[config.mk]
export PLATFORM = sky130hd
export DESIGN_NAME = timer16_capture_compare_pwm
export DESIGN_NICKNAME = d
export VERILOG_FILES = /design/src/logic/timer16_pkg.sv /design/src/logic/timer16_capture_compare_pwm.sv
export SDC_FILE = /design/constraint.sdc
export NUM_CORES = 1
export LEC_CHECK = 0
export BUFFER_PORTS_ARGS = -buffer_cell sky130_fd_sc_hd__buf_2
export CORE_MARGIN = 1
export CORE_UTILIZATION = 55
export CTS_CLUSTER_DIAMETER = 80
export DETAILED_ROUTE_END_ITERATION = 10
export HOLD_SLACK_MARGIN = 0.15
export PLACE_DENSITY = 0.76
export SLEW_MARGIN = 15
export SYNTH_ARGS = -nofsm -noshare
export SYNTH_HDL_FRONTEND = slang
export SYNTH_SLANG_ARGS = --single-unit
[constraint.sdc]
create_clock -name clk_sys -period 5 [get_ports clk_sys]
set_input_delay 1 -clock clk_sys [delete_from_list [all_inputs] [get_ports clk_sys]]
set_output_delay 1 -clock clk_sys [all_outputs]
set_load 0.01 [all_outputs]
[src/logic/timer16_pkg.sv]
/*
 * Constants for the 16-bit timer capture, compare and PWM block:
 * register indexes, field positions, reset values and PWM top values.
 * Assumes an APB bus with 32-bit data and one register per word.
 */
package timer16_pkg;
    // Register indexes; the byte address is four times the index
    localparam logic [5:0] IDX_CAP_L = 6'h26;
    localparam logic [5:0] IDX_CAP_H = 6'h27;
    localparam logic [5:0] IDX_CMPB_L = 6'h28;
    localparam logic [5:0] IDX_CMPB_H = 6'h29;
    localparam logic [5:0] IDX_CMPA_L = 6'h2A;
    localparam logic [5:0] IDX_CMPA_H = 6'h2B;
    localparam logic [5:0] IDX_CNT_L = 6'h2C;
    localparam logic [5:0] IDX_CNT_H = 6'h2D;
    localparam logic [5:0] IDX_CTRL_B = 6'h2E;
    localparam logic [5:0] IDX_CTRL_A = 6'h2F;
    localparam logic [5:0] IDX_PIN_CFG = 6'h30;
    localparam logic [5:0] IDX_IRQ_STAT = 6'h31;
    localparam logic [5:0] IDX_IRQ_CLR = 6'h32;
    localparam logic [5:0] IDX_IRQ_EN = 6'h33;

    // Control A fields
    localparam int CA_MODE_A = 6;
    localparam int CA_MODE_B = 4;
    localparam int CA_FORCE_A = 3;
    localparam int CA_FORCE_B = 2;
    localparam int CA_PWM_SEL = 0;
    localparam logic [7:0] CA_STORE_MASK = 8'hF3;

    // Control B fields
    localparam int CB_RUN = 0;
    localparam int CB_CLEAR_ON_MATCH = 1;
    localparam int CB_EDGE_SEL = 2;
    localparam int CB_FAST_PWM = 3;

    // Pin configuration fields
    localparam int PC_DIR_A = 0;
    localparam int PC_DIR_B = 1;
    localparam int PC_PORT_A = 2;
    localparam int PC_PORT_B = 3;

    // Interrupt status bit positions
    localparam int EV_CAPTURE = 0;
    localparam int EV_MATCH_A = 1;
    localparam int EV_MATCH_B = 2;
    localparam int EV_OVERFLOW = 3;

    // Output modes and PWM resolutions
    localparam logic [1:0] MODE_OFF = 2'h0;
    localparam logic [1:0] MODE_TOGGLE = 2'h1;
    localparam logic [1:0] MODE_CLEAR = 2'h2;
    localparam logic [1:0] MODE_SET = 2'h3;
    localparam logic [1:0] PWM_OFF = 2'h0;
    localparam logic [1:0] PWM_8BIT = 2'h1;
    localparam logic [1:0] PWM_9BIT = 2'h2;
    localparam logic [15:0] TOP_8BIT = 16'h00FF;
    localparam logic [15:0] TOP_9BIT = 16'h01FF;
    localparam logic [15:0] TOP_10BIT = 16'h03FF;
    localparam logic [15:0] CNT_MAX = 16'hFFFF;

    localparam logic [7:0] RESET_BYTE = 8'h00;
    localparam logic [15:0] RESET_WORD = 16'h0000;
endpackage

[src/logic/timer16_capture_compare_pwm.sv]
/*
 * 16-bit timer with two compare outputs, forced compare, input capture,
 * phase-correct and fast PWM, shared high-byte latch, interrupt logic.
 * Assumes an APB master, byte data in pwdata[7:0], and a capture input
 * that is already synchronous to clk_sys.
 */
// Decided for this implementation: register access over APB.
// How it works
// - outside PWM a match clears, sets, toggles or leaves each pin.
// - a pin carries the timer output only when its direction is output.
// - force bit A applies channel A action at once like a match.
// - a forced compare sets no flag and never clears the counter.
// - force uses the mode bits held before the same write.
// - both force bits are strobes that read back as zero.
// - in PWM mode force writes change nothing.
// - force bit B does for channel B what force A does.
// - the chosen capture edge copies the counter and sets the flag.
// - capture register is 16 bits, read only, reset to zero.
// - low byte read loads latch with high byte; high read returns latch.
// - one high-byte latch serves counter, both compares and capture.
// - phase-correct PWM counts up to top and back down to zero.
// - PWM compares use the low 8, 9 or 10 compare bits.
// - a fast PWM variant counts up only, twice the rate.
`timescale 1ns/1ns
`default_nettype none

module timer16_capture_compare_pwm
    import timer16_pkg::*;
(
    input wire logic clk_sys,
    input wire logic reset,
    input wire logic psel,
    input wire logic penable,
    input wire logic pwrite,
    input wire logic [7:0] paddr,
    input wire logic [31:0] pwdata,
    input wire logic [3:0] pstrb,
    output logic [31:0] prdata,
    output logic pready,
    output logic pslverr,
    input wire logic capturePin,
    output logic compareOutA,
    output logic compareOutAOe,
    output logic compareOutB,
    output logic compareOutBOe,
    output logic irq
);

    // Non-PWM output action for one channel
    function automatic logic matchAction(input logic [1:0] mode,
                                         input logic cur);
        logic res;
        res = cur;
        unique case (mode)
            MODE_OFF: res = cur;
            MODE_TOGGLE: res = ~cur;
            MODE_CLEAR: res = 1'b0;
            MODE_SET: res = 1'b1;
        endcase
        return res;
    endfunction

    // PWM output action: mode 10 clears on rising match, 11 inverts
    function automatic logic pwmAction(input logic [1:0] mode,
                                       input logic cur, input logic up);
        logic res;
        res = cur;
        if (mode == MODE_CLEAR) begin
            res = ~up;
        end else if (mode == MODE_SET) begin
            res = up;
        end
        return res;
    endfunction

    logic [7:0] ctrlA_q;
    logic [3:0] ctrlB_q;
    logic [3:0] pinCfg_q;
    logic [3:0] irqStatus_q;
    logic [3:0] irqEnable_q;
    logic [15:0] cnt_q;
    logic [15:0] cnt_d;
    logic down_q;
    logic down_d;
    logic [15:0] cmpBufA_q;
    logic [15:0] cmpBufB_q;
    logic [15:0] cmpActA_q;
    logic [15:0] cmpActB_q;
    logic [15:0] capture_q;
    logic [7:0] temp_q;
    logic capPrev_q;
    logic ocA_q;
    logic ocB_q;
    logic ocA_d;
    logic ocB_d;
    logic [31:0] prdata_q;

    // Address decode; only aligned word addresses hit a register
    wire logic [5:0] idx = paddr[7:2];
    wire logic aligned = (paddr[1:0] == 2'h0);
    wire logic hitCapL = aligned && (idx == IDX_CAP_L);
    wire logic hitCapH = aligned && (idx == IDX_CAP_H);
    wire logic hitCmpBL = aligned && (idx == IDX_CMPB_L);
    wire logic hitCmpBH = aligned && (idx == IDX_CMPB_H);
    wire logic hitCmpAL = aligned && (idx == IDX_CMPA_L);
    wire logic hitCmpAH = aligned && (idx == IDX_CMPA_H);
    wire logic hitCntL = aligned && (idx == IDX_CNT_L);
    wire logic hitCntH = aligned && (idx == IDX_CNT_H);
    wire logic hitCtrlB = aligned && (idx == IDX_CTRL_B);
    wire logic hitCtrlA = aligned && (idx == IDX_CTRL_A);
    wire logic hitPinCfg = aligned && (idx == IDX_PIN_CFG);
    wire logic hitStat = aligned && (idx == IDX_IRQ_STAT);
    wire logic hitClr = aligned && (idx == IDX_IRQ_CLR);
    wire logic hitEn = aligned && (idx == IDX_IRQ_EN);
    wire logic mapped = hitCapL || hitCapH || hitCmpBL || hitCmpBH
        || hitCmpAL || hitCmpAH || hitCntL || hitCntH || hitCtrlB
        || hitCtrlA || hitPinCfg || hitStat || hitClr || hitEn;

    // Writes take effect in the access phase; reads are sampled in setup
    // so the latch load and the returned byte come from the same edge
    wire logic wrEn = psel && penable && pwrite && pstrb[0] && mapped;
    wire logic rdEn = psel && !penable && !pwrite;
    wire logic [7:0] wrByte = pwdata[7:0];
    wire logic wrCtrlA = wrEn && hitCtrlA;
    wire logic wrCntL = wrEn && hitCntL;

    // Read data mux; control A force bits are never stored
    wire logic [7:0] rdByte =
        hitCapL ? capture_q[7:0] :
        hitCmpBL ? cmpBufB_q[7:0] :
        hitCmpAL ? cmpBufA_q[7:0] :
        hitCntL ? cnt_q[7:0] :
        (hitCapH || hitCmpBH || hitCmpAH || hitCntH) ? temp_q :
        hitCtrlB ? {4'h0, ctrlB_q} :
        hitCtrlA ? ctrlA_q :
        hitPinCfg ? {4'h0, pinCfg_q} :
        hitStat ? {4'h0, irqStatus_q} :
        hitEn ? {4'h0, irqEnable_q} : RESET_BYTE;
    wire logic rdLow = rdEn && (hitCapL || hitCmpBL || hitCmpAL || hitCntL);
    wire logic [7:0] rdHigh =
        hitCapL ? capture_q[15:8] :
        hitCmpBL ? cmpBufB_q[15:8] :
        hitCmpAL ? cmpBufA_q[15:8] : cnt_q[15:8];
    wire logic wrHigh = wrEn && (hitCmpBH || hitCmpAH || hitCntH);

    // Zero wait states; unmapped addresses answer with an error
    assign pready = 1'b1;
    assign pslverr = psel && penable && !mapped;
    assign prdata = prdata_q;

    // Mode decode, using the settings held before any write this cycle
    wire logic [1:0] pwmSel = ctrlA_q[CA_PWM_SEL +: 2];
    wire logic [1:0] modeA = ctrlA_q[CA_MODE_A +: 2];
    wire logic [1:0] modeB = ctrlA_q[CA_MODE_B +: 2];
    wire logic pwmOn = (pwmSel != PWM_OFF);
    wire logic fastPwm = pwmOn && ctrlB_q[CB_FAST_PWM];
    wire logic run = ctrlB_q[CB_RUN];
    wire logic [15:0] top = (pwmSel == PWM_8BIT) ? TOP_8BIT :
        (pwmSel == PWM_9BIT) ? TOP_9BIT : TOP_10BIT;

    // PWM compares only see the low bits selected by the top value
    wire logic [15:0] cmpA = pwmOn ? (cmpActA_q & top) : cmpActA_q;
    wire logic [15:0] cmpB = pwmOn ? (cmpActB_q & top) : cmpActB_q;
    wire logic matchA = run && !wrCntL && (cnt_q == cmpA);
    wire logic matchB = run && !wrCntL && (cnt_q == cmpB);
    wire logic atTop = pwmOn && (cnt_q >= top);
    wire logic overflow = run && !wrCntL && (pwmOn
        ? (fastPwm ? atTop : (down_q && cnt_q == RESET_WORD))
        : (cnt_q == CNT_MAX));

    // force strobes, ignored in PWM mode
    wire logic forceA = wrCtrlA && wrByte[CA_FORCE_A] && !pwmOn;
    wire logic forceB = wrCtrlA && wrByte[CA_FORCE_B] && !pwmOn;

    // capture edge detect on the synchronous capture input
    wire logic capRise = capturePin && !capPrev_q;
    wire logic capFall = !capturePin && capPrev_q;
    wire logic capEdge = ctrlB_q[CB_EDGE_SEL] ? capRise : capFall;

    // Events for the interrupt status; forced compares never appear here
    // no flag
    wire logic [3:0] events = {overflow, matchB, matchA, capEdge};

    // Counter next state: normal, fast PWM and phase-correct PWM
    always_comb begin
        cnt_d = cnt_q;
        down_d = down_q;
        if (wrCntL) begin
            cnt_d = {temp_q, wrByte};
        end else if (!run) begin
            cnt_d = cnt_q;
        end else if (!pwmOn) begin
            // only a real match clears, never a forced one
            if (ctrlB_q[CB_CLEAR_ON_MATCH] && matchA) begin
                cnt_d = RESET_WORD;
            end else begin
                cnt_d = cnt_q + 16'h0001;
            end
        end else if (fastPwm) begin
            cnt_d = atTop ? RESET_WORD : cnt_q + 16'h0001;
            down_d = 1'b0;
        end else if (!down_q) begin
            if (atTop) begin
                down_d = 1'b1;
                cnt_d = cnt_q - 16'h0001;
            end else begin
                cnt_d = cnt_q + 16'h0001;
            end
        end else begin
            if (cnt_q == RESET_WORD) begin
                down_d = 1'b0;
                cnt_d = 16'h0001;
            end else begin
                cnt_d = cnt_q - 16'h0001;
            end
        end
    end

    // Output latch next state per channel
    always_comb begin
        ocA_d = ocA_q;
        ocB_d = ocB_q;
        if (pwmOn && run) begin
            // phase-correct, mode 10: clear counting up, set counting down; 11 the reverse
            if (matchA) begin
                ocA_d = pwmAction(modeA, ocA_q, fastPwm || !down_q);
            end
            if (matchB) begin
                ocB_d = pwmAction(modeB, ocB_q, fastPwm || !down_q);
            end
            // Fast PWM starts every period in the inactive-match state
            if (fastPwm && atTop && !matchA) begin
                ocA_d = pwmAction(modeA, ocA_q, 1'b0);
            end
            if (fastPwm && atTop && !matchB) begin
                ocB_d = pwmAction(modeB, ocB_q, 1'b0);
            end
        end else if (!pwmOn) begin
            // match or force uses the old mode bits
            if (matchA || forceA) begin
                ocA_d = matchAction(modeA, ocA_q);
            end
            if (matchB || forceB) begin
                ocB_d = matchAction(modeB, ocB_q);
            end
        end
    end

    // Pins: the timer output replaces the port bit when connected
    // direction gates the pin
    wire logic connA = pwmOn ? modeA[1] : (modeA != MODE_OFF);
    wire logic connB = pwmOn ? modeB[1] : (modeB != MODE_OFF);
    assign compareOutA = connA ? ocA_q : pinCfg_q[PC_PORT_A];
    assign compareOutB = connB ? ocB_q : pinCfg_q[PC_PORT_B];
    assign compareOutAOe = pinCfg_q[PC_DIR_A];
    assign compareOutBOe = pinCfg_q[PC_DIR_B];
    assign irq = |(irqStatus_q & irqEnable_q);

    // Compare buffers reload at top in PWM so edges never glitch
    wire logic reload = !pwmOn || (run && (fastPwm ? atTop
        : (!down_q && atTop)));

    // Control, pin and interrupt registers
    always_ff @(posedge clk_sys) begin
        if (reset) begin
            ctrlA_q <= RESET_BYTE;
            ctrlB_q <= 4'h0;
            pinCfg_q <= 4'h0;
            irqEnable_q <= 4'h0;
            irqStatus_q <= 4'h0;
        end else begin
            if (wrCtrlA) begin
                ctrlA_q <= wrByte & CA_STORE_MASK;
            end
            if (wrEn && hitCtrlB) begin
                ctrlB_q <= wrByte[3:0];
            end
            if (wrEn && hitPinCfg) begin
                pinCfg_q <= wrByte[3:0];
            end
            if (wrEn && hitEn) begin
                irqEnable_q <= wrByte[3:0];
            end
            // A new event wins over a clear in the same cycle
            irqStatus_q <= (irqStatus_q
                & ~((wrEn && hitClr) ? wrByte[3:0] : 4'h0)) | events;
        end
    end

    // Counter, direction and output latches
    always_ff @(posedge clk_sys) begin
        if (reset) begin
            cnt_q <= RESET_WORD;
            down_q <= 1'b0;
            ocA_q <= 1'b0;
            ocB_q <= 1'b0;
        end else begin
            cnt_q <= cnt_d;
            down_q <= down_d;
            ocA_q <= ocA_d;
            ocB_q <= ocB_d;
        end
    end

    // Compare registers: buffered write, active copy used by the match
    always_ff @(posedge clk_sys) begin
        if (reset) begin
            cmpBufA_q <= RESET_WORD;
            cmpBufB_q <= RESET_WORD;
            cmpActA_q <= RESET_WORD;
            cmpActB_q <= RESET_WORD;
        end else begin
            if (wrEn && hitCmpAL) begin
                cmpBufA_q <= {temp_q, wrByte};
            end
            if (wrEn && hitCmpBL) begin
                cmpBufB_q <= {temp_q, wrByte};
            end
            if (reload) begin
                cmpActA_q <= cmpBufA_q;
                cmpActB_q <= cmpBufB_q;
            end
        end
    end

    // Capture register, shared latch and read data
    always_ff @(posedge clk_sys) begin
        if (reset) begin
            capture_q <= RESET_WORD;
            capPrev_q <= 1'b0;
            temp_q <= RESET_BYTE;
            prdata_q <= 32'h00000000;
        end else begin
            capPrev_q <= capturePin;
            if (capEdge) begin
                capture_q <= cnt_q;
            end
            // one latch for every 16-bit register
            if (rdLow) begin
                temp_q <= rdHigh;
            end else if (wrHigh) begin
                temp_q <= wrByte;
            end
            if (rdEn) begin
                prdata_q <= {24'h000000, rdByte};
            end
        end
    end
endmodule

`default_nettype wire

After elaboration in Yosys (flattened, before gate mapping)
Index checks and enable logic that the tools add are counted.
Operators by class
  add/subtract/negate cells: 2
  $lt $le $gt $ge: 1
  equality and inequality tests: 32
  multiplexer cells: 61
  bitwise operators: 10
  reduce and logical (&&, ||, !) cells: 101
Operators with widths (number)
  16-bit 2-to-1 mux: 11
  8-bit 2-to-1 mux: 12
  6-bit == test, second input constant: 14
  1-bit logical AND: 51
  16-bit by 10-bit bitwise AND with 16-bit output: 2
  16-bit == test: 2
  1-bit 2-to-1 mux: 30
  1-bit logical OR: 25
  10-bit 2-to-1 mux: 2
  16-bit by 1-bit adder with 16-bit output, second input constant: 1
  16-bit == test, second input constant: 1
  16-bit by 10-bit >= comparator with 1-bit output: 1
  16-bit zero test: 1
  4-bit 2-to-1 mux: 4
  16-bit by 1-bit subtractor with 16-bit output, second input constant: 1
  2-bit nonzero test: 7
  2-bit == test, second input constant: 5
  1-bit zero test: 10
  5-bit AND reduction: 2
  4-bit bitwise AND: 2
  2-bit by 1-bit == test with 1-bit output, second input constant: 3
  2-bit zero test: 3
  3-bit by 1-bit != test with 1-bit output, second input constant: 2
  3-bit by 2-bit != test with 1-bit output, second input constant: 2
  other kinds (8): 13
Word-level totals
  register bits: 138
  input port bits: 50
  output and inout bits: 39
  logic and storage cells: 224

Logic depth before layout (Yosys ltp)
  depth after elaboration: 25
  depth in mapped cells: 11
  depth with buffers taken out: 10

Least setup slack after synthesis
OpenSTA, ideal clock, no wires.
  path type: input -> register
  start: input port paddr[2]
  end: register cmpBufA_q[10]
  library setup time: 0.132 ns
  arrival: 2.947 ns
  data required time: 4.868 ns
  path slack: 1.921 ns
  cell stages on the path: 9
  path buffers: 4
  cells stage by stage: clkbuf_1 or4b_1 clkbuf_1 nor3_2 clkbuf_1 nand2_1 clkbuf_1 nand2_1 a21oi_1
Between the ends
  word-level cells in the longest chain between the ends: 17
  elaborated cells between the ends (all ways): 43
  classes of those cells: eq/ne: 14; reduce/logical: 29
Ends and longest elaborated chain
  from (decl): RTL line timer16_capture_compare_pwm.sv:35  | input wire logic [7:0] paddr,
  6-bit == test, on equally long branches: RTL line timer16_capture_compare_pwm.sv:101, timer16_capture_compare_pwm.sv:102
  1-bit logical AND, on equally long branches: RTL line timer16_capture_compare_pwm.sv:101, timer16_capture_compare_pwm.sv:102
  1-bit logical OR (3 in series): RTL line timer16_capture_compare_pwm.sv:115  | wire logic mapped = hitCapL || hitCapH || hitCmpBL || hitCmpBH
  1-bit logical OR (5 in series): RTL line timer16_capture_compare_pwm.sv:116  | || hitCmpAL || hitCmpAH || hitCntL || hitCntH || hitCtrlB
  1-bit logical OR (5 in series): RTL line timer16_capture_compare_pwm.sv:117  | || hitCtrlA || hitPinCfg || hitStat || hitClr || hitEn;
  1-bit logical AND: RTL line timer16_capture_compare_pwm.sv:121  | wire logic wrEn = psel && penable && pwrite && pstrb[0] && mapped;
  1-bit logical AND (*): RTL line timer16_capture_compare_pwm.sv:313  | if (wrEn && hitCmpAL) begin
  to (signal assigned): RTL line timer16_capture_compare_pwm.sv:314  | cmpBufA_q <= {temp_q, wrByte};
  to (decl): RTL line timer16_capture_compare_pwm.sv:85  | logic [15:0] cmpBufA_q;
Mark *: on every way between the ends. The rest lies on a longest branch, timed or not.
A chain may end at the register's enable or synchronous reset.

Worst setup path in the final report
  start: register ctrlA_q[1]
  end: register cnt_q[5]
Between the ends
  word-level cells in the longest chain between the ends: 12
  elaborated cells between the ends (all ways): 21
  classes of those cells: order compare: 1; eq/ne: 3; mux: 11; bitwise: 1; reduce/logical: 5
Ends and longest elaborated chain
  from (decl): RTL line timer16_capture_compare_pwm.sv:76  | logic [7:0] ctrlA_q;
  from (signal assigned): RTL line timer16_capture_compare_pwm.sv:273  | ctrlA_q <= wrByte & CA_STORE_MASK;
  branches (longest 9 deep; another with 16-bit by 10-bit >= comparator with 1-bit output)
  16-bit 2-to-1 mux (*): RTL line timer16_capture_compare_pwm.sv:192  | end else if (!pwmOn) begin
  16-bit 2-to-1 mux (*): RTL line timer16_capture_compare_pwm.sv:190  | end else if (!run) begin
  16-bit 2-to-1 mux (*): RTL line timer16_capture_compare_pwm.sv:188  | if (wrCntL) begin
  to (signal assigned): RTL line timer16_capture_compare_pwm.sv:298  | cnt_q <= cnt_d;
  to (decl): RTL line timer16_capture_compare_pwm.sv:81  | logic [15:0] cnt_q;
Every way passes the cells marked *. The select of a mux whose other input is x is not followed.

==> impl_results.md <==
* NetSw at 0.577 mW
* Slew of the pin with the lowest slew margin at 1.19 ns
* Yosys cell types at 77
* CTS H-tree lvls at 4
* Hold WC Path Type: reg2reg
* Ys Warns at 0
* DR WL/cell at 21.0 µm
* CTS tree: yes
* Sequential share of power at 43.0%
* Via count at 7851
* Slew Viols, Final at 0
* Cell Rows at 43
* Port bufs at 36
* Die Y at 123 µm
* First-pass iteration count of the detailed router at 5
* Power Density at 295 nW/µm²
* GPL Wtd Cong at 0.964
* Syn Area/Cell at 7.76 µm²
* GR Util All Layers at 35.1%
* Total Routed Length at 25200 µm
* Setup Viol. Count Final at 0
* Max VDD drop at 0.252 mV
* Initial antenna violation count at 0
* Fin Setup TNS at 0 ns
* Mapped Area at 8000 µm²
* Internal Pwr Total at 1.99 mW
* Fraction of layout cells with a size suffix above 1 at 9.72%
* Register area share after synthesis at 34.6%
* WS Path Type: reg2reg
* Leakage power at 3.17 nW
* Die Wd at 123 µm
* Most common cell in the synthesized netlist: dfxtp_1
* Comb power frac at 3.6%
* Net Sw Frac at 22.5%
* Nature of the critical path endpoint: register
* Fillers at 1243
* Fin nets at 1064
* Number of setup buffers added after CTS at 0
* Post-DP Area at 8050 µm²
* Largest net degree at the start of global routing at 89
* Die Area at 15000 µm²
* Post-DP HPWL at 16800 µm
* Final period utilization at 71.0%
* Critical Path Fanout Max at 19
* Vias per cell at 6.55
* DRT antenna net count at 0
* Outcome: finished clean
* Worst EP arrival at 3.82 ns
* # DRC at 0
* Gate Count Post-Synth at 1030
* Post-synth top area cell: dfxtp_1
* Clk_lat worst skew at 0.43 ns
* Startpoint Class: register
* Final min period at 3.55 ns
* Layout area overhead at 8.72%
* Vias in the first global route at 7256
* RSZ-0062 raised after global routing: false
* Clock share of power at 53.3%
* Fmax at 282 MHz
* Storage cell area at 2760 µm²
* ANT cells at 0
* CTS root buf: clkbuf_16
* Final Instance Count excl. Fillers at 1199
* Initial Util at 56.9%
* Post-synth ARST share at 0%
* Synth Flop Type: dfxtp_1
* Area of the multi-input gates at 4720 µm²
* Hold Fails Final Rpt at 0
* Seq cells post-synth at 138
* Max cap viols at 0
* CTS max path bufs at 2
* Placeable Area at 14000 µm²
* Top cells by count, synth: dfxtp_1, nand2_1, nor2_1
* Ports at 89
* First-pass GRT wire length at 39700 µm
* Relative slew slack at 21.0%
* Worst-path clk slew at 0.06 ns
* Synth top area cells: dfxtp_1, mux2i_1, nand2_1
* Final Power at 2.57 mW
* Worst clock skew at 0.00584 ns
* CTS Buf Count at 17
* Design Area, Final at 8690 µm²
* PostCTS Resize Cnt at 0
* Clk sinks at 138
* CTS Hold Bufs at 0
* Placed Instances at 1168
* Gr ovfl total at 0
* EDFF count, synth at 0
* Synth top area share at 34.6%
* WP data required at 5.27 ns
* DRT iter0 DRCs at 1151
==> layout make-up <==
class	instances	share of cell area, %
Timing Repair Buffer	49	3.22
Clock inverter	12	2.16
Inverter	16	0.691
Tap cell	180	2.59
Sequential cell	138	31.8
Multi-Input combinational cell	785	54.3
Clock buffer	19	5.21
==> cell usage in the layout, fill, tap and decap left out, drive strengths merged, types with 9 or more instances in the layout <==
cell / n
or3: 11
dfxtp: 138
conb: 25
a31oi: 23
o22ai: 13
clkbuf: 19
nand2: 132
and3: 11
nand3: 58
nor3: 22
nor4: 10
o21ai: 28
nor2b: 9
xnor2: 21
mux2i: 65
xor2: 9
buf: 49
a21oi: 74
a211oi: 15
a221oi: 9
nor2: 117
nand2b: 11
inv: 19
==> layer usage <==
metal	routed length, µm	up-vias	track usage, %
met5	0	-	0
met4	802	0	13.9
met3	2660	73	8.13
met1	10400	3719	47.2
li1	-	3598	-
met2	11400	461	54.1
==> flip-flops by register name (all words and copies together), names as in the netlist, 4 cells and up <==
register and flops:
ctrlB_q 4, cmpActA_q 16, cmpBufB_q 16, capture_q 16
cmpActB_q 16, pinCfg_q 4, temp_q 8, irqEnable_q 4
cnt_q 16, irqStatus_q 4, prdata 8, ctrlA_q 6
cmpBufA_q 16
==> power by group through the flow <==
stage | combinational, mW | clock (mW) | sequential, mW
final | 0.0933 | 1.37 | 1.10
after global routing | 0.101 | 1.43 | 1.10
after CTS | 0.0903 | 1.38 | 1.10
after detailed placement | 0.0901 | 0 | 1.13
after global placement | 0.0891 | 0 | 1.13
after floorplan | 0.0720 | 0 | 1.13
==> kinds of logic after synthesis <==
kind of cell	share of synthesized area, %
XOR/XNOR	3.29
buffers and inverters	7.70
multiplexers	8.56
AO/OA/AOI/OAI	20.1
flip-flops	34.6
adder cells (fa/ha/maj)	1.10
other	0.0939
AND/OR/NAND/NOR	24.6
==> worst max-delay path: stages, from the launching register on <==
cell and delay (ns):
dfxtp_1 0.33, inv_1 0.08, ha_1 0.62, nand2_1 0.13, a211o_1 0.35, a2111oi_0 0.57, and4b_1 0.53, o22ai_1 0.33
a222oi_1 0.32, a21oi_1 0.11
==> worst paths after layout <==
check	cells after the start	to	slack [ns]	from
worst min-delay path	2	prdata[1]	0.45	prdata[1]
worst max-delay path	9	cnt_q[5]	1.45	ctrlA_q[1]
worst min register to register	2	prdata[1]	0.45	prdata[1]
worst max register to register	9	cnt_q[5]	1.45	ctrlA_q[1]
==> per-stage QoR <==
step / hold slack (ns) / util [%] / worst slack (ns)
2_1_floorplan: 0.436 / - / 1.92
3_3_place_gp: 0.443 / 57.3 / 1.38
3_5_place_dp: 0.445 / 57.3 / 1.36
4_1_cts: 0.453 / 61.9 / 1.59
5_1_grt: 0.492 / 61.9 / 1.21
6_report: 0.452 / 61.9 / 1.45
(Power assumes the default switching activity.)
